==> src/verilog/swv_consts.svh <==
`ifndef SWV_CONSTS_SVH
`define SWV_CONSTS_SVH

// Pipeline stage numbers.
`define SWV_NSTAGE 8
`define SWV_ST_MFC 4
`define SWV_ST_FETCHVIEW 4
`define SWV_ST_TLBSRC 5
`define SWV_ST_MTC 7
`define SWV_ST_LAST 8

// Control register indices.
`define SWV_R_INDEX 3'h0
`define SWV_R_ENTRYLO 3'h1
`define SWV_R_ENTRYHI 3'h2
`define SWV_R_STATUS 3'h3
`define SWV_R_EPC 3'h4

// Status field positions.
`define SWV_EXL_BIT 1
`define SWV_ERL_BIT 2

// Saturation of the spacing counter.
`define SWV_GAP_MAX 4'hf
`endif

==> src/verilog/swv_pkg.sv <==
package swv_pkg;
  typedef enum logic [2:0] {
    SWV_OP_NOP = 3'h0,
    SWV_OP_MTC = 3'h1,
    SWV_OP_MFC = 3'h2,
    SWV_OP_TLB_WRITE_RANDOM = 3'h3,
    SWV_OP_EXCEPTION_RETURN = 3'h4
  } swv_op_t;

  typedef struct packed {
    logic vld;
    swv_op_t op;
    logic [2:0] rsel;
    logic [31:0] data;
    logic exc;
  } swv_slot_t;

  typedef struct packed {
    logic vld;
    logic [31:0] data;
  } swv_rd_t;

  typedef struct packed {
    logic vld;
    logic [31:0] hi;
    logic [31:0] lo;
  } swv_tlbw_t;
endpackage

==> src/verilog/swv_hazard_chk.sv <==
`include "swv_consts.svh"
module swv_hazard_chk (
  // Clock and reset.
  input wire logic i_clk,
  input wire logic i_sys_rst,
  // Pair to check.
  input wire logic i_check,
  input wire logic [3:0] i_avail,
  input wire logic [3:0] i_use,
  input wire logic [3:0] i_between,
  // Result.
  output logic o_hazard
);
  typedef struct packed {
    logic hazard;
  } swv_chk_state_t;

  swv_chk_state_t q;
  swv_chk_state_t d;

  // Instructions needed between the pair; zero when no hazard exists.
  function automatic logic [3:0] req_gap(input logic [3:0] avail, input logic [3:0] use_st);
    logic [4:0] sum;
    sum = {1'b0, use_st} + 5'h01;
    req_gap = ({1'b0, avail} > sum) ? 4'({1'b0, avail} - sum) : 4'h0;
  endfunction

  always_comb begin
    d = q;
    if (i_check) begin
      d.hazard = i_between < req_gap(i_avail, i_use);
    end
  end

  always_ff @(posedge i_clk) begin
    if (i_sys_rst) begin
      q <= '0;
    end else begin
      q <= d;
    end
  end

  assign o_hazard = q.hazard;

  back_to_back_a: assert property (@(posedge i_clk) disable iff (i_sys_rst)
    (i_check && ({1'b0, i_avail} <= ({1'b0, i_use} + 5'h01))) |=> !o_hazard)
    else $error("Pair without hazard was flagged.");
endmodule

==> src/verilog/swv_pipe_ctl.sv <==
`include "swv_consts.svh"
module swv_pipe_ctl (
  // Clock and reset.
  input wire logic i_clk,
  input wire logic i_sys_rst,
  // Instruction issue and integer interlock.
  input swv_pkg::swv_slot_t i_issue,
  input wire logic i_gpr_busy,
  // Results.
  output logic o_stall,
  output swv_pkg::swv_rd_t o_rd,
  output swv_pkg::swv_tlbw_t o_tlb_wr,
  output logic o_tlb_src_changed,
  output logic [31:0] o_status,
  output logic [31:0] o_fetch_status,
  output logic o_hazard
);
  import swv_pkg::*;

  typedef struct packed {
    swv_slot_t [`SWV_NSTAGE:1] pipe;
    logic [7:0][31:0] regs;
    logic [31:0] tlb_hi;
    logic [31:0] tlb_lo;
    logic src_bad;
    logic [3:0] since_mtc;
    logic stall;
    swv_rd_t rd;
    swv_tlbw_t tlbw;
    logic src_changed;
    logic [31:0] fetch_status;
    logic chk;
    logic [3:0] chk_use;
    logic [3:0] chk_between;
  } swv_state_t;

  swv_state_t q;
  swv_state_t d;
  logic adv;
  logic hide_lvl;

  function automatic logic is_op(input swv_slot_t s, input swv_op_t op);
    is_op = s.vld && (s.op == op);
  endfunction

  // Control state as a reader sees it: a write sitting in stage 7 is already visible.
  function automatic logic [31:0] ctl_read(input swv_state_t s, input logic [2:0] r);
    ctl_read = s.regs[r];
    if (is_op(s.pipe[`SWV_ST_MTC], SWV_OP_MTC) && (s.pipe[`SWV_ST_MTC].rsel == r)) begin
      ctl_read = s.pipe[`SWV_ST_MTC].data;
    end
  endfunction

  ////////////////////////////////////////////////////////////////////////////
  // Only an integer interlock freezes the pipeline; control writes never do.
  assign adv = !i_gpr_busy;

  always_comb begin
    d = q;
    hide_lvl = 1'b0;
    d.stall = i_gpr_busy;
    d.rd.vld = 1'b0;
    d.tlbw.vld = 1'b0;
    d.chk = 1'b0;
    if (adv) begin
      // Every slot moves one stage per cycle.
      for (int s = `SWV_NSTAGE; s >= 2; s--) begin
        d.pipe[s] = q.pipe[s - 1];
      end
      d.pipe[1] = i_issue;
      if (i_issue.vld) begin
        d.chk = (i_issue.op == SWV_OP_TLB_WRITE_RANDOM) || (i_issue.op == SWV_OP_MFC);
        d.chk_use = (i_issue.op == SWV_OP_TLB_WRITE_RANDOM) ? 4'(`SWV_ST_TLBSRC) : 4'(`SWV_ST_MFC);
        d.chk_between = q.since_mtc;
        if (i_issue.op == SWV_OP_MTC) begin
          d.since_mtc = 4'h0;
        end else if (q.since_mtc != `SWV_GAP_MAX) begin
          d.since_mtc = q.since_mtc + 4'h1;
        end
      end
      // Reads of control state happen without waiting for pending writes.
      if (is_op(q.pipe[`SWV_ST_MFC], SWV_OP_MFC)) begin
        d.rd.vld = 1'b1;
        d.rd.data = ctl_read(q, q.pipe[`SWV_ST_MFC].rsel);
      end
      if (is_op(q.pipe[`SWV_ST_TLBSRC], SWV_OP_TLB_WRITE_RANDOM)) begin
        d.tlb_hi = ctl_read(q, `SWV_R_ENTRYHI);
        d.tlb_lo = ctl_read(q, `SWV_R_ENTRYLO);
        d.src_bad = 1'b0;
      end
      if (is_op(q.pipe[`SWV_ST_MTC], SWV_OP_MTC)) begin
        d.regs[q.pipe[`SWV_ST_MTC].rsel] = q.pipe[`SWV_ST_MTC].data;
        // A source moving under a random TLB write in stages 6 to 8 is reported.
        if (((q.pipe[`SWV_ST_MTC].rsel == `SWV_R_ENTRYHI) ||
             (q.pipe[`SWV_ST_MTC].rsel == `SWV_R_ENTRYLO)) &&
            (is_op(q.pipe[6], SWV_OP_TLB_WRITE_RANDOM) || is_op(q.pipe[7], SWV_OP_TLB_WRITE_RANDOM) ||
             is_op(q.pipe[8], SWV_OP_TLB_WRITE_RANDOM))) begin
          d.src_bad = 1'b1;
        end
      end
      if (is_op(q.pipe[`SWV_ST_LAST], SWV_OP_TLB_WRITE_RANDOM)) begin
        d.tlbw.vld = 1'b1;
        d.tlbw.hi = q.tlb_hi;
        d.tlbw.lo = q.tlb_lo;
      end
      // Exceptions write control state at the last stage, also unlocked.
      if (q.pipe[`SWV_ST_LAST].vld && q.pipe[`SWV_ST_LAST].exc) begin
        d.regs[`SWV_R_EPC] = q.pipe[`SWV_ST_LAST].data;
        d.regs[`SWV_R_STATUS][`SWV_EXL_BIT] = 1'b1;
      end else if (is_op(q.pipe[`SWV_ST_LAST], SWV_OP_EXCEPTION_RETURN)) begin
        d.regs[`SWV_R_STATUS][`SWV_EXL_BIT] = 1'b0;
        d.regs[`SWV_R_STATUS][`SWV_ERL_BIT] = 1'b0;
      end
    end
    d.src_changed = d.src_bad;
    // Fetch sees the level bits cleared once a return has reached stage 4.
    for (int s = `SWV_ST_FETCHVIEW; s <= `SWV_NSTAGE; s++) begin
      if (is_op(q.pipe[s], SWV_OP_EXCEPTION_RETURN) && !q.pipe[s].exc) begin
        hide_lvl = 1'b1;
      end
    end
    d.fetch_status = q.regs[`SWV_R_STATUS];
    if (hide_lvl) begin
      d.fetch_status[`SWV_EXL_BIT] = 1'b0;
      d.fetch_status[`SWV_ERL_BIT] = 1'b0;
    end
  end

  always_ff @(posedge i_clk) begin
    if (i_sys_rst) begin
      q <= '0;
    end else begin
      q <= d;
    end
  end

  ////////////////////////////////////////////////////////////////////////////
  // Spacing checker against the most recent control register write.
  swv_hazard_chk u_chk (
    .i_clk(i_clk),
    .i_sys_rst(i_sys_rst),
    .i_check(q.chk),
    .i_avail(4'(`SWV_ST_MTC)),
    .i_use(q.chk_use),
    .i_between(q.chk_between),
    .o_hazard(o_hazard)
  );

  assign o_stall = q.stall;
  assign o_rd = q.rd;
  assign o_tlb_wr = q.tlbw;
  assign o_tlb_src_changed = q.src_changed;
  assign o_status = q.regs[`SWV_R_STATUS];
  assign o_fetch_status = q.fetch_status;

  ////////////////////////////////////////////////////////////////////////////
  swv_slot_t w3;
  swv_slot_t w4;
  swv_slot_t w5;
  logic [31:0] view_hi;
  logic [31:0] view_lo;
  assign w4 = q.pipe[`SWV_ST_MFC];
  assign view_hi = ctl_read(q, `SWV_R_ENTRYHI);
  assign view_lo = ctl_read(q, `SWV_R_ENTRYLO);
  swv_slot_t w7;
  swv_slot_t w8;
  assign w3 = q.pipe[3];
  assign w5 = q.pipe[`SWV_ST_TLBSRC];
  assign w7 = q.pipe[`SWV_ST_MTC];
  assign w8 = q.pipe[`SWV_ST_LAST];

  stall_freeze_a: assert property (@(posedge i_clk) disable iff (i_sys_rst)
    i_gpr_busy |=> (q.pipe == $past(q.pipe)) && o_stall)
    else $error("Pipeline moved during an interlock.");

  no_ctl_stall_a: assert property (@(posedge i_clk) disable iff (i_sys_rst)
    (!i_gpr_busy && is_op(w4, SWV_OP_MFC) &&
     (is_op(q.pipe[5], SWV_OP_MTC) || is_op(q.pipe[6], SWV_OP_MTC))) |=> o_rd.vld && !o_stall)
    else $error("Control read waited for a pending write.");

  mtc_commit_a: assert property (@(posedge i_clk) disable iff (i_sys_rst)
    (adv && w7.vld && (w7.op == SWV_OP_MTC) && !(w8.vld && (w8.exc || (w8.op == SWV_OP_EXCEPTION_RETURN))))
      |=> (q.regs[$past(w7.rsel)] == $past(w7.data)))
    else $error("Control write missed stage 7.");

  tlb_source_a: assert property (@(posedge i_clk) disable iff (i_sys_rst)
    (adv && w5.vld && (w5.op == SWV_OP_TLB_WRITE_RANDOM)) |=>
      (q.tlb_hi == $past(view_hi)) && (q.tlb_lo == $past(view_lo)) && !q.src_bad)
    else $error("TLB sources not captured in stage 5.");

  mtc_bypass_a: assert property (@(posedge i_clk) disable iff (i_sys_rst)
    (adv && is_op(w4, SWV_OP_MFC) && is_op(w7, SWV_OP_MTC) && (w4.rsel == w7.rsel)) |=>
      (o_rd.data == $past(w7.data)))
    else $error("Read in stage 4 missed the stage 7 value.");

  src_flag_a: assert property (@(posedge i_clk) disable iff (i_sys_rst)
    (adv && is_op(w7, SWV_OP_MTC) && is_op(q.pipe[6], SWV_OP_TLB_WRITE_RANDOM) &&
     ((w7.rsel == `SWV_R_ENTRYHI) || (w7.rsel == `SWV_R_ENTRYLO))) |=> o_tlb_src_changed)
    else $error("Moved TLB source was not reported.");

  exc_write_a: assert property (@(posedge i_clk) disable iff (i_sys_rst)
    (adv && w8.vld && w8.exc) |=> o_status[`SWV_EXL_BIT] && (q.regs[`SWV_R_EPC] == $past(w8.data)))
    else $error("Exception did not write control state.");

  exception_return_clear_a: assert property (@(posedge i_clk) disable iff (i_sys_rst)
    (adv && w8.vld && !w8.exc && (w8.op == SWV_OP_EXCEPTION_RETURN)) |=>
      !o_status[`SWV_EXL_BIT] && !o_status[`SWV_ERL_BIT])
    else $error("Return did not clear level bits.");

  fetch_view_a: assert property (@(posedge i_clk) disable iff (i_sys_rst)
    (is_op(q.pipe[`SWV_ST_FETCHVIEW], SWV_OP_EXCEPTION_RETURN) && !q.pipe[`SWV_ST_FETCHVIEW].exc) |=>
      !o_fetch_status[`SWV_EXL_BIT])
    else $error("Fetch saw level bit during return.");

  stage_walk_a: assert property (@(posedge i_clk) disable iff (i_sys_rst)
    (adv && w3.vld) |=> (q.pipe[4] == $past(w3)))
    else $error("Slot skipped a stage.");

  mtc_seen_c: cover property (@(posedge i_clk) disable iff (i_sys_rst)
    adv && is_op(w7, SWV_OP_MTC));
  tlbw_seen_c: cover property (@(posedge i_clk) disable iff (i_sys_rst) o_tlb_wr.vld);
  exception_return_seen_c: cover property (@(posedge i_clk) disable iff (i_sys_rst)
    adv && is_op(w8, SWV_OP_EXCEPTION_RETURN));
  hazard_seen_c: cover property (@(posedge i_clk) disable iff (i_sys_rst) o_hazard);
  bypass_seen_c: cover property (@(posedge i_clk) disable iff (i_sys_rst)
    adv && is_op(w4, SWV_OP_MFC) && is_op(w7, SWV_OP_MTC));
endmodule

==> config.mk <==
export PLATFORM = sky130hd
export DESIGN_NAME = swv_pipe_ctl
export DESIGN_NICKNAME = d
export VERILOG_FILES = /design/src/verilog/swv_pkg.sv /design/src/verilog/swv_hazard_chk.sv /design/src/verilog/swv_pipe_ctl.sv
export VERILOG_INCLUDE_DIRS = /design/src /design/src/verilog
export SDC_FILE = /design/constraint.sdc
export NUM_CORES = 1
export LEC_CHECK = 0
export ABC_AREA = 0
export BUFFER_PORTS_ARGS = -buffer_cell sky130_fd_sc_hd__buf_2
export CORE_AREA = 5 5 239 217
export CTS_CLUSTER_DIAMETER = 150
export DETAILED_ROUTE_END_ITERATION = 10
export DIE_AREA = 0 0 244 222
export HOLD_SLACK_MARGIN = 0.1
export MAX_ROUTING_LAYER = met4
export PLACE_DENSITY_LB_ADDON = 0.12
export SETUP_SLACK_MARGIN = 0.05
export SLEW_MARGIN = 20
export SYNTH_ARGS = -nofsm -noshare
export SYNTH_HDL_FRONTEND = slang
export SYNTH_SLANG_ARGS = --single-unit
==> constraint.sdc <==
create_clock -name i_clk -period 5.1 [get_ports i_clk]
set_input_delay 0 -clock i_clk [delete_from_list [all_inputs] [get_ports i_clk]]
set_output_delay 0 -clock i_clk [all_outputs]
set_load 0.03 [all_outputs]
==> results.py, run 1 <==
metrics = {
    "grt": {
        "globalRoute.totalOverflow": 0,
        "grt_antenna_before_repair": 0,
        "number_of_global_route_vias_before_repair": 22644,
        "first_pass_grt_wire_length_um": 125000,
        "grt_max_degree": 240,
        "total_routing_usage_reported_by_global_routing_pct": 28.9,
    },
    "placement": {
        "placed_cell_area_um2": 31200,
        "place_ws_ps": 2290,
        "place.gp.congestion": 0.807,
        "placement.io_buffers": 207,
        "dp_hpwl_um": 47300,
    },
    "worst_setup_path": {
        "rrSetupSlack_ps": 2270,
        "critical_path.endpoint_type": "register",
        "path_cells": "dlygate4sd3_1 -> buf_8 -> buf_4 -> or2_2 -> buf_4 -> nand2_1 -> a21oi_1",
        "crit_required_ps": 5610,
        "timing.setup.critical_path_class": "input pin to register",
        "cpMostUsedCell": "sky130_fd_sc_hd__buf_4",
        "cpPeakStageDelay_ps": 810,
        "worstPathMaxFanout": 97,
        "cp.arrival_ps": 3380,
        "slowest_stage": "sky130_fd_sc_hd__buf_4",
        "worst_setup_path_start_kind": "input pin",
    },
    "drt": {
        "routed_via_density": 5.86,
        "via_count": 23630,
        "detail_route.wirelength_um": 78800,
        "drt_pass1_iterations": 5,
        "post_drt_wl_per_cell_um": 19.5,
        "post-route-drc-count": 0,
        "drtAntennaViolNets": 0,
        "drt_iter0_markers": 2238,
    },
    "timing": {
        "transition_time_at_the_pin_with_the_least_slew_margin_ps": 1200,
        "post-route-worst-setup-slack_ps": 2230,
        "finalSetupViolations": 0,
        "crit_share_post_route_pct": 56.3,
        "final.setup.tns_ps": 0,
        "slew_headroom_pct": 20.0,
        "grt_setup_unrepaired": "false",
        "finClkSkew_ps": 19.7,
        "max_clock_freq_ghz": 0.349,
        "finalWorstPathRequiredPeriod_ps": 2870,
        "finalHoldViolCount": 0,
        "slew_violations": 0,
    },
    "yosys": {
        "synth-seq-area-share_pct": 49.6,
        "avgSynthCellArea_um2": 9.18,
        "ys_warn_count": 0,
        "netlist_instances": 3429,
        "yosysUniqueCellTypes": 47,
        "synth_edf_count": 0,
        "postSynthNetCount": 3475,
        "syn-cell-area_um2": 31500,
        "number_of_storage_elements_in_the_synthesis_netlist": 781,
        "synth.top_cell.area_share_pct": 49.6,
        "largest_cells_by_area_after_synthesis": "sky130_fd_sc_hd__dfxtp_1, sky130_fd_sc_hd__mux2i_1, sky130_fd_sc_hd__nand2_1",
        "yosys_most_used_dff": "sky130_fd_sc_hd__dfxtp_1",
        "synth_largest_area_cell": "sky130_fd_sc_hd__dfxtp_1",
        "synth_async_sr_flop_share_pct": 0,
    },
    "clocking": {
        "worst_skew_pair_later_pin_latency_ps": 610,
        "clock_tree.root_cell": "sky130_fd_sc_hd__clkbuf_16",
        "cts_buffers": 76,
        "cts.htree.levels": 3,
        "cts_max_path_buffers": 3,
        "clk_transition_reported_paths_ps": 60,
        "tritoncts": "done",
        "post_cts.resized_instances": 0,
        "cts.sink_count": 781,
    },
    "pwr": {
        "power_density_nw_per_um2": 354,
        "vdd_ir_drop_max_mv": 0.251,
        "power_leakage_nw": 13.1,
        "internal_power_component_mw": 9.56,
        "p_switching_mw": 2.56,
        "switching_share_pct": 21.1,
        "reg_power_share_pct": 50.9,
        "power_mw": 12.1,
        "combinationalPowerShare_pct": 3.0,
        "clockPowerShare_pct": 46.1,
    },
    "finish": {
        "antenna_cells": 0,
        "fill_cells": 3746,
        "post-route-util_pct": 70.0,
        "synthToLayoutAreaGrowth_pct": 8.75,
        "nets": 3391,
        "post-route-cell-area_um2": 34200,
        "final_layout_size_suffix_gt1_share_pct": 13.3,
    },
    "run_status": {
        "outcome": "finished, final reports clean",
    },
    "die": {
        "core_area_um2": 48900,
        "rows": 77,
        "die_h_um": 222,
        "boundaryPins": 208,
        "fp.dieW_um": 244,
        "die_area_um2": 54200,
        "initial_core_util_pct": 64.3,
    },
    "job": {
        "drv_cap": 0,
    },
    "min_path": {
        "hp-class": "input pin to register",
    },
}
## metrics by stage
stage	hold slack [ps]	instances
final	166	4033
after global routing	158	4033
after CTS	141	4032
after detailed placement	214	3850
after global placement	222	3847
after floorplan	76.7	3429
## synthesized netlist by cell type (32+ instances only)
master	n
sky130_fd_sc_hd__dfxtp_1	781
sky130_fd_sc_hd__nand2_1	722
sky130_fd_sc_hd__nor2_1	392
sky130_fd_sc_hd__mux2i_1	381
sky130_fd_sc_hd__a21oi_1	330
sky130_fd_sc_hd__clkbuf_1	180
sky130_fd_sc_hd__buf_4	163
sky130_fd_sc_hd__buf_2	97
sky130_fd_sc_hd__a311oi_1	64
sky130_fd_sc_hd__mux4_2	64
sky130_fd_sc_hd__or3_1	41
sky130_fd_sc_hd__nor3_1	37
sky130_fd_sc_hd__o21ai_0	36
sky130_fd_sc_hd__a221o_1	32
sky130_fd_sc_hd__nor2b_1	32
## final cells by class
| cell class | instances | area, um^2 | area share, % |
|---|---|---|---|
| Timing Repair Buffer | 296 | 1930 | 5.63 |
| Sequential cell | 781 | 15600 | 45.7 |
| Clock inverter | 17 | 174 | 0.508 |
| Clock buffer | 117 | 2320 | 6.78 |
| Inverter | 5 | 20.0 | 0.0585 |
| Tap cell | 632 | 791 | 2.31 |
| Multi-Input combinational cell | 2185 | 13400 | 39.0 |
## registers in the layout (all words and copies together), names as in the netlist
| signal | flops |
|---|---|
| o_fetch_status | 32 |
| u_chk.o_hazard | 1 |
| q | 616 |
| o_tlb_src_changed | 1 |
| o_status | 32 |
| o_stall | 1 |
| o_tlb_wr | 65 |
| o_rd | 33 |
## cells in the final DEF (no fill, tap or decap), types with 3 or more instances in the layout
cell type / netlist / final
sky130_fd_sc_hd__a221o_1: 32 / 32
sky130_fd_sc_hd__buf_12: 0 / 3
sky130_fd_sc_hd__mux4_2: 64 / 64
sky130_fd_sc_hd__clkbuf_1: 180 / 20
sky130_fd_sc_hd__bufinv_16: 0 / 3
sky130_fd_sc_hd__a311oi_1: 64 / 64
sky130_fd_sc_hd__clkinvlp_4: 0 / 4
sky130_fd_sc_hd__buf_4: 163 / 34
sky130_fd_sc_hd__clkbuf_16: 0 / 81
sky130_fd_sc_hd__nand2b_1: 6 / 6
sky130_fd_sc_hd__clkinv_2: 1 / 10
sky130_fd_sc_hd__nor3_1: 37 / 36
sky130_fd_sc_hd__or3_1: 41 / 41
sky130_fd_sc_hd__nor2_4: 0 / 3
sky130_fd_sc_hd__nand3_1: 4 / 3
sky130_fd_sc_hd__xor2_1: 4 / 4
sky130_fd_sc_hd__dfxtp_1: 781 / 778
sky130_fd_sc_hd__o21ai_0: 36 / 36
sky130_fd_sc_hd__nor3_4: 2 / 7
sky130_fd_sc_hd__nor4_1: 3 / 3
sky130_fd_sc_hd__clkbuf_8: 0 / 16
sky130_fd_sc_hd__nand4b_1: 5 / 5
sky130_fd_sc_hd__nor2b_1: 32 / 32
sky130_fd_sc_hd__ha_1: 3 / 3
sky130_fd_sc_hd__mux2i_1: 381 / 381
sky130_fd_sc_hd__inv_1: 4 / 4
sky130_fd_sc_hd__a21oi_1: 330 / 330
sky130_fd_sc_hd__nand2_1: 722 / 721
sky130_fd_sc_hd__nor2_1: 392 / 389
sky130_fd_sc_hd__buf_2: 97 / 205
sky130_fd_sc_hd__dlygate4sd3_1: 0 / 48
## layer usage
| layer | vias up | GRT usage (%) | routed length, um |
|---|---|---|---|
| li1 | 11232 | - | - |
| met1 | 11409 | 38.6 | 34100 |
| met2 | 819 | 45.7 | 37100 |
| met3 | 170 | 4.50 | 5170 |
| met4 | 0 | 9.34 | 2380 |
| met5 | - | - | 0 |
## cell families after synthesis
logic type               share of synthesized area (%)
multiplexers                                      16.7
flip-flops                                        49.6
AND/OR/NAND/NOR                                   16.5
adder cells (fa/ha/maj)                          0.119
AO/OA/AOI/OAI                                     8.82
XOR/XNOR                                         0.111
buffers and inverters                             8.15
## critical path: cells and delay by family
family / cells / cell delay, ps
and+or+nand+nor: 2 / 360
buffers and inverters: 4 / 2620
AOI/OAI and AO/OA: 1 / 180
## power groups by stage
| stage | logic (mW) | registers, mW | clock network (mW) |
|---|---|---|---|
| 2_1_floorplan | 0.256 | 6.29 | 0 |
| 3_3_place_gp | 0.315 | 6.30 | 0 |
| 3_5_place_dp | 0.324 | 6.30 | 0 |
| 4_1_cts | 0.354 | 6.17 | 5.67 |
| 5_1_grt | 0.388 | 6.17 | 5.94 |
| 6_report | 0.359 | 6.17 | 5.59 |
## what timing repair did
item                      in CTS  in global routing
hold endpoints to repair     203                  0
hold buffers                  48                  0
buffers inserted               0                  0
## final timing paths
check | endpoint | cells after the start | startpoint
setup reg to reg | q[247] | 5 | q[741]
hold / removal | q[467] | 4 | i_issue[1]
setup / recovery | o_tlb_wr[11] | 7 | i_gpr_busy
hold reg to reg | o_tlb_wr[14] | 2 | o_tlb_wr[14]
(Power assumes the default switching activity.)
==> inputs of run 2 (changes only) <==
CORE_AREA = 5 5 261 238   (was 5 5 239 217)
DIE_AREA = 0 0 266 243   (was 0 0 244 222)
clock period = 2.4 ns   (was 5.1 ns; I/O delays follow)
==> run 2 against run 1 <==
Against the previous run: non-clock buffer count is 29 higher; clock power grew 120%; routed wire length up 0.67%; first-iteration DRC count down 18%; combinational power is 110% higher.
==> results.py, run 2 (synthesized netlist as in run 1, its figures left out) <==
metrics = {
    "timing": {
        "crit_share_post_route_pct": 91.4,
        "max_clock_freq_ghz": 0.456,
        "finalHoldViolCount": 0,
        "finalWorstPathRequiredPeriod_ps": 2190,
        "grt_setup_unrepaired": "false",
        "transition_time_at_the_pin_with_the_least_slew_margin_ps": 1170,
        "slew_violations": 0,
        "post-route-worst-setup-slack_ps": 206,
        "finClkSkew_ps": 15.8,
        "slew_headroom_pct": 21.8,
        "finalSetupViolations": 0,
        "final.setup.tns_ps": 0,
    },
    "drt": {
        "drt_iter0_markers": 1835,
        "routed_via_density": 5.56,
        "via_count": 23446,
        "post_drt_wl_per_cell_um": 18.8,
        "drtAntennaViolNets": 0,
        "detail_route.wirelength_um": 79400,
        "post-route-drc-count": 0,
        "drt_pass1_iterations": 7,
    },
    "worst_setup_path": {
        "cpPeakStageDelay_ps": 650,
        "worst_setup_path_start_kind": "register",
        "cp.arrival_ps": 2730,
        "path_cells": "nand2b_1 -> nor3_4 -> buf_4 -> nand2_1 -> a21oi_1",
        "worstPathMaxFanout": 22,
        "setup.worst_path.end": "q[388]",
        "critical_path_buf_inv_count": 1,
        "rrSetupSlack_ps": 210,
        "crit_required_ps": 2940,
        "critPathLaunch": "q[741]",
        "slowest_stage": "sky130_fd_sc_hd__dfxtp_1",
        "crit-reg2reg-capture": "q[388]",
        "worst-r2r-cell-count": 5,
        "worstSetupPathDepth": 5,
        "critical_path.endpoint_type": "register",
        "worst_path_dominant_cell_family": "simple AND/OR/NAND/NOR gates",
        "crit-reg2reg-launch": "q[741]",
        "timing.setup.critical_path_class": "register to register",
    },
    "min_path": {
        "holdPathStages": 4,
        "hp-class": "input pin to register",
    },
    "run_status": {
        "outcome": "finished, final reports clean",
    },
    "placement": {
        "place_ws_ps": 106,
        "place.gp.congestion": 0.829,
        "placement.io_buffers": 207,
        "dp_hpwl_um": 49400,
    },
    "clocking": {
        "clock_tree.root_cell": "sky130_fd_sc_hd__clkbuf_16",
        "cts_buffers": 79,
        "cts.sink_count": 781,
        "postCtsSetupRepairBufs": 0,
        "cts_max_path_buffers": 3,
        "worst_skew_pair_later_pin_latency_ps": 620,
        "tritoncts": "done",
        "cts.htree.levels": 3,
        "clk_transition_reported_paths_ps": 60,
    },
    "finish": {
        "top_register": "q",
        "commonest_cells_after_routing_fill_and_taps_aside": "sky130_fd_sc_hd__dfxtp_1, sky130_fd_sc_hd__nand2_1, sky130_fd_sc_hd__nor2_1",
        "multi_input_comb_area_um2": 13400,
        "layout_commonest_cell": "sky130_fd_sc_hd__dfxtp_1",
        "synthToLayoutAreaGrowth_pct": 10.9,
        "fill_cells": 5122,
        "antenna_cells": 0,
        "largest_reg_flops": 616,
        "final_layout_size_suffix_gt1_share_pct": 13.9,
        "nets": 3424,
        "ff_latch_area_um2": 15600,
    },
    "pwr": {
        "power_density_nw_per_um2": 748,
        "power_leakage_nw": 13.4,
        "vdd_ir_drop_max_mv": 0.529,
        "power_mw": 26.1,
    },
    "grt": {
        "total_routing_usage_reported_by_global_routing_pct": 24.5,
        "globalRoute.totalOverflow": 0,
        "grt_max_degree": 190,
        "first_pass_grt_wire_length_um": 126000,
        "grt_antenna_before_repair": 0,
        "number_of_global_route_vias_before_repair": 22381,
    },
    "die": {
        "die_h_um": 243,
        "die_area_um2": 64600,
        "rows": 85,
        "initial_core_util_pct": 53.3,
        "boundaryPins": 208,
        "core_area_um2": 59100,
        "fp.dieW_um": 266,
    },
    "job": {
        "drv_cap": 0,
    },
}
==> run 2: changes by cell type in the layout (fill, tap and decap cells not counted), sizes merged <==
cell,delta
clkinvlp,-4
clkinv,-2
inv,+4
clkbuf,+5
dlygate4sd3,+9
and2,+1
buf,+20
==> run 2: repair_timing <==
action / 4_1_cts / 5_1_grt
hold buffers: 57 / 0
setup endpoints to repair: 0 / 32
endpoints found under the hold margin: 227 / 0
resized for setup: 0 / 1
==> run 2: routing by layer <==
metal  GRT usage, %  vias to the layer above  routed length [um]
li1               -                    11296                   -
met1           32.4                    11296               34800
met2           39.2                      700               37600
met3           4.15                      154                4960
met4           6.83                        0                2020
met5              -                        -                   0
==> run 2: worst min path at each step <==
stage,start,end,slack [ps]
floorplan,i_issue[38],q[8],80
global placement,i_issue[8],q[474],230
detailed placement,i_issue[18],q[484],240
CTS,i_issue[22],q[488],110
global route,i_issue[27],q[493],150
finish,i_issue[22],q[488],150
==> run 2: power breakdown <==
part,switching [mW],leakage [nW],internal [mW]
Sequential,0.0578,6.30,13.0
Combinational,0.466,5.84,0.300
Clock,4.98,1.29,7.28
Total,5.50,13.4,20.6
==> run 2: layout make-up <==
type,count,share of cell area [%]
Tap cell,783,2.80
Sequential cell,781,44.8
Clock buffer,122,6.97
Timing Repair Buffer,325,6.62
Inverter,5,0.0573
Multi-Input combinational cell,2186,38.3
Clock inverter,15,0.473
==> run 2: through the flow <==
step	hold slack [ps]	cells	instance area (um^2)	util, %
floorplan	76.7	3429	31500	-
global placement	229	4022	31700	53.7
detailed placement	238	4022	31700	53.7
CTS	114	4216	34900	59.0
global route	152	4217	34900	59.1
finish	149	4217	34900	59.1
==> run 2: worst register-to-register path: cells and delay by family, from the launching register on <==
family	cells	cell delay [ps]
simple gates	3	860
flops	1	650
compound gates	1	190
buf+inv	1	420
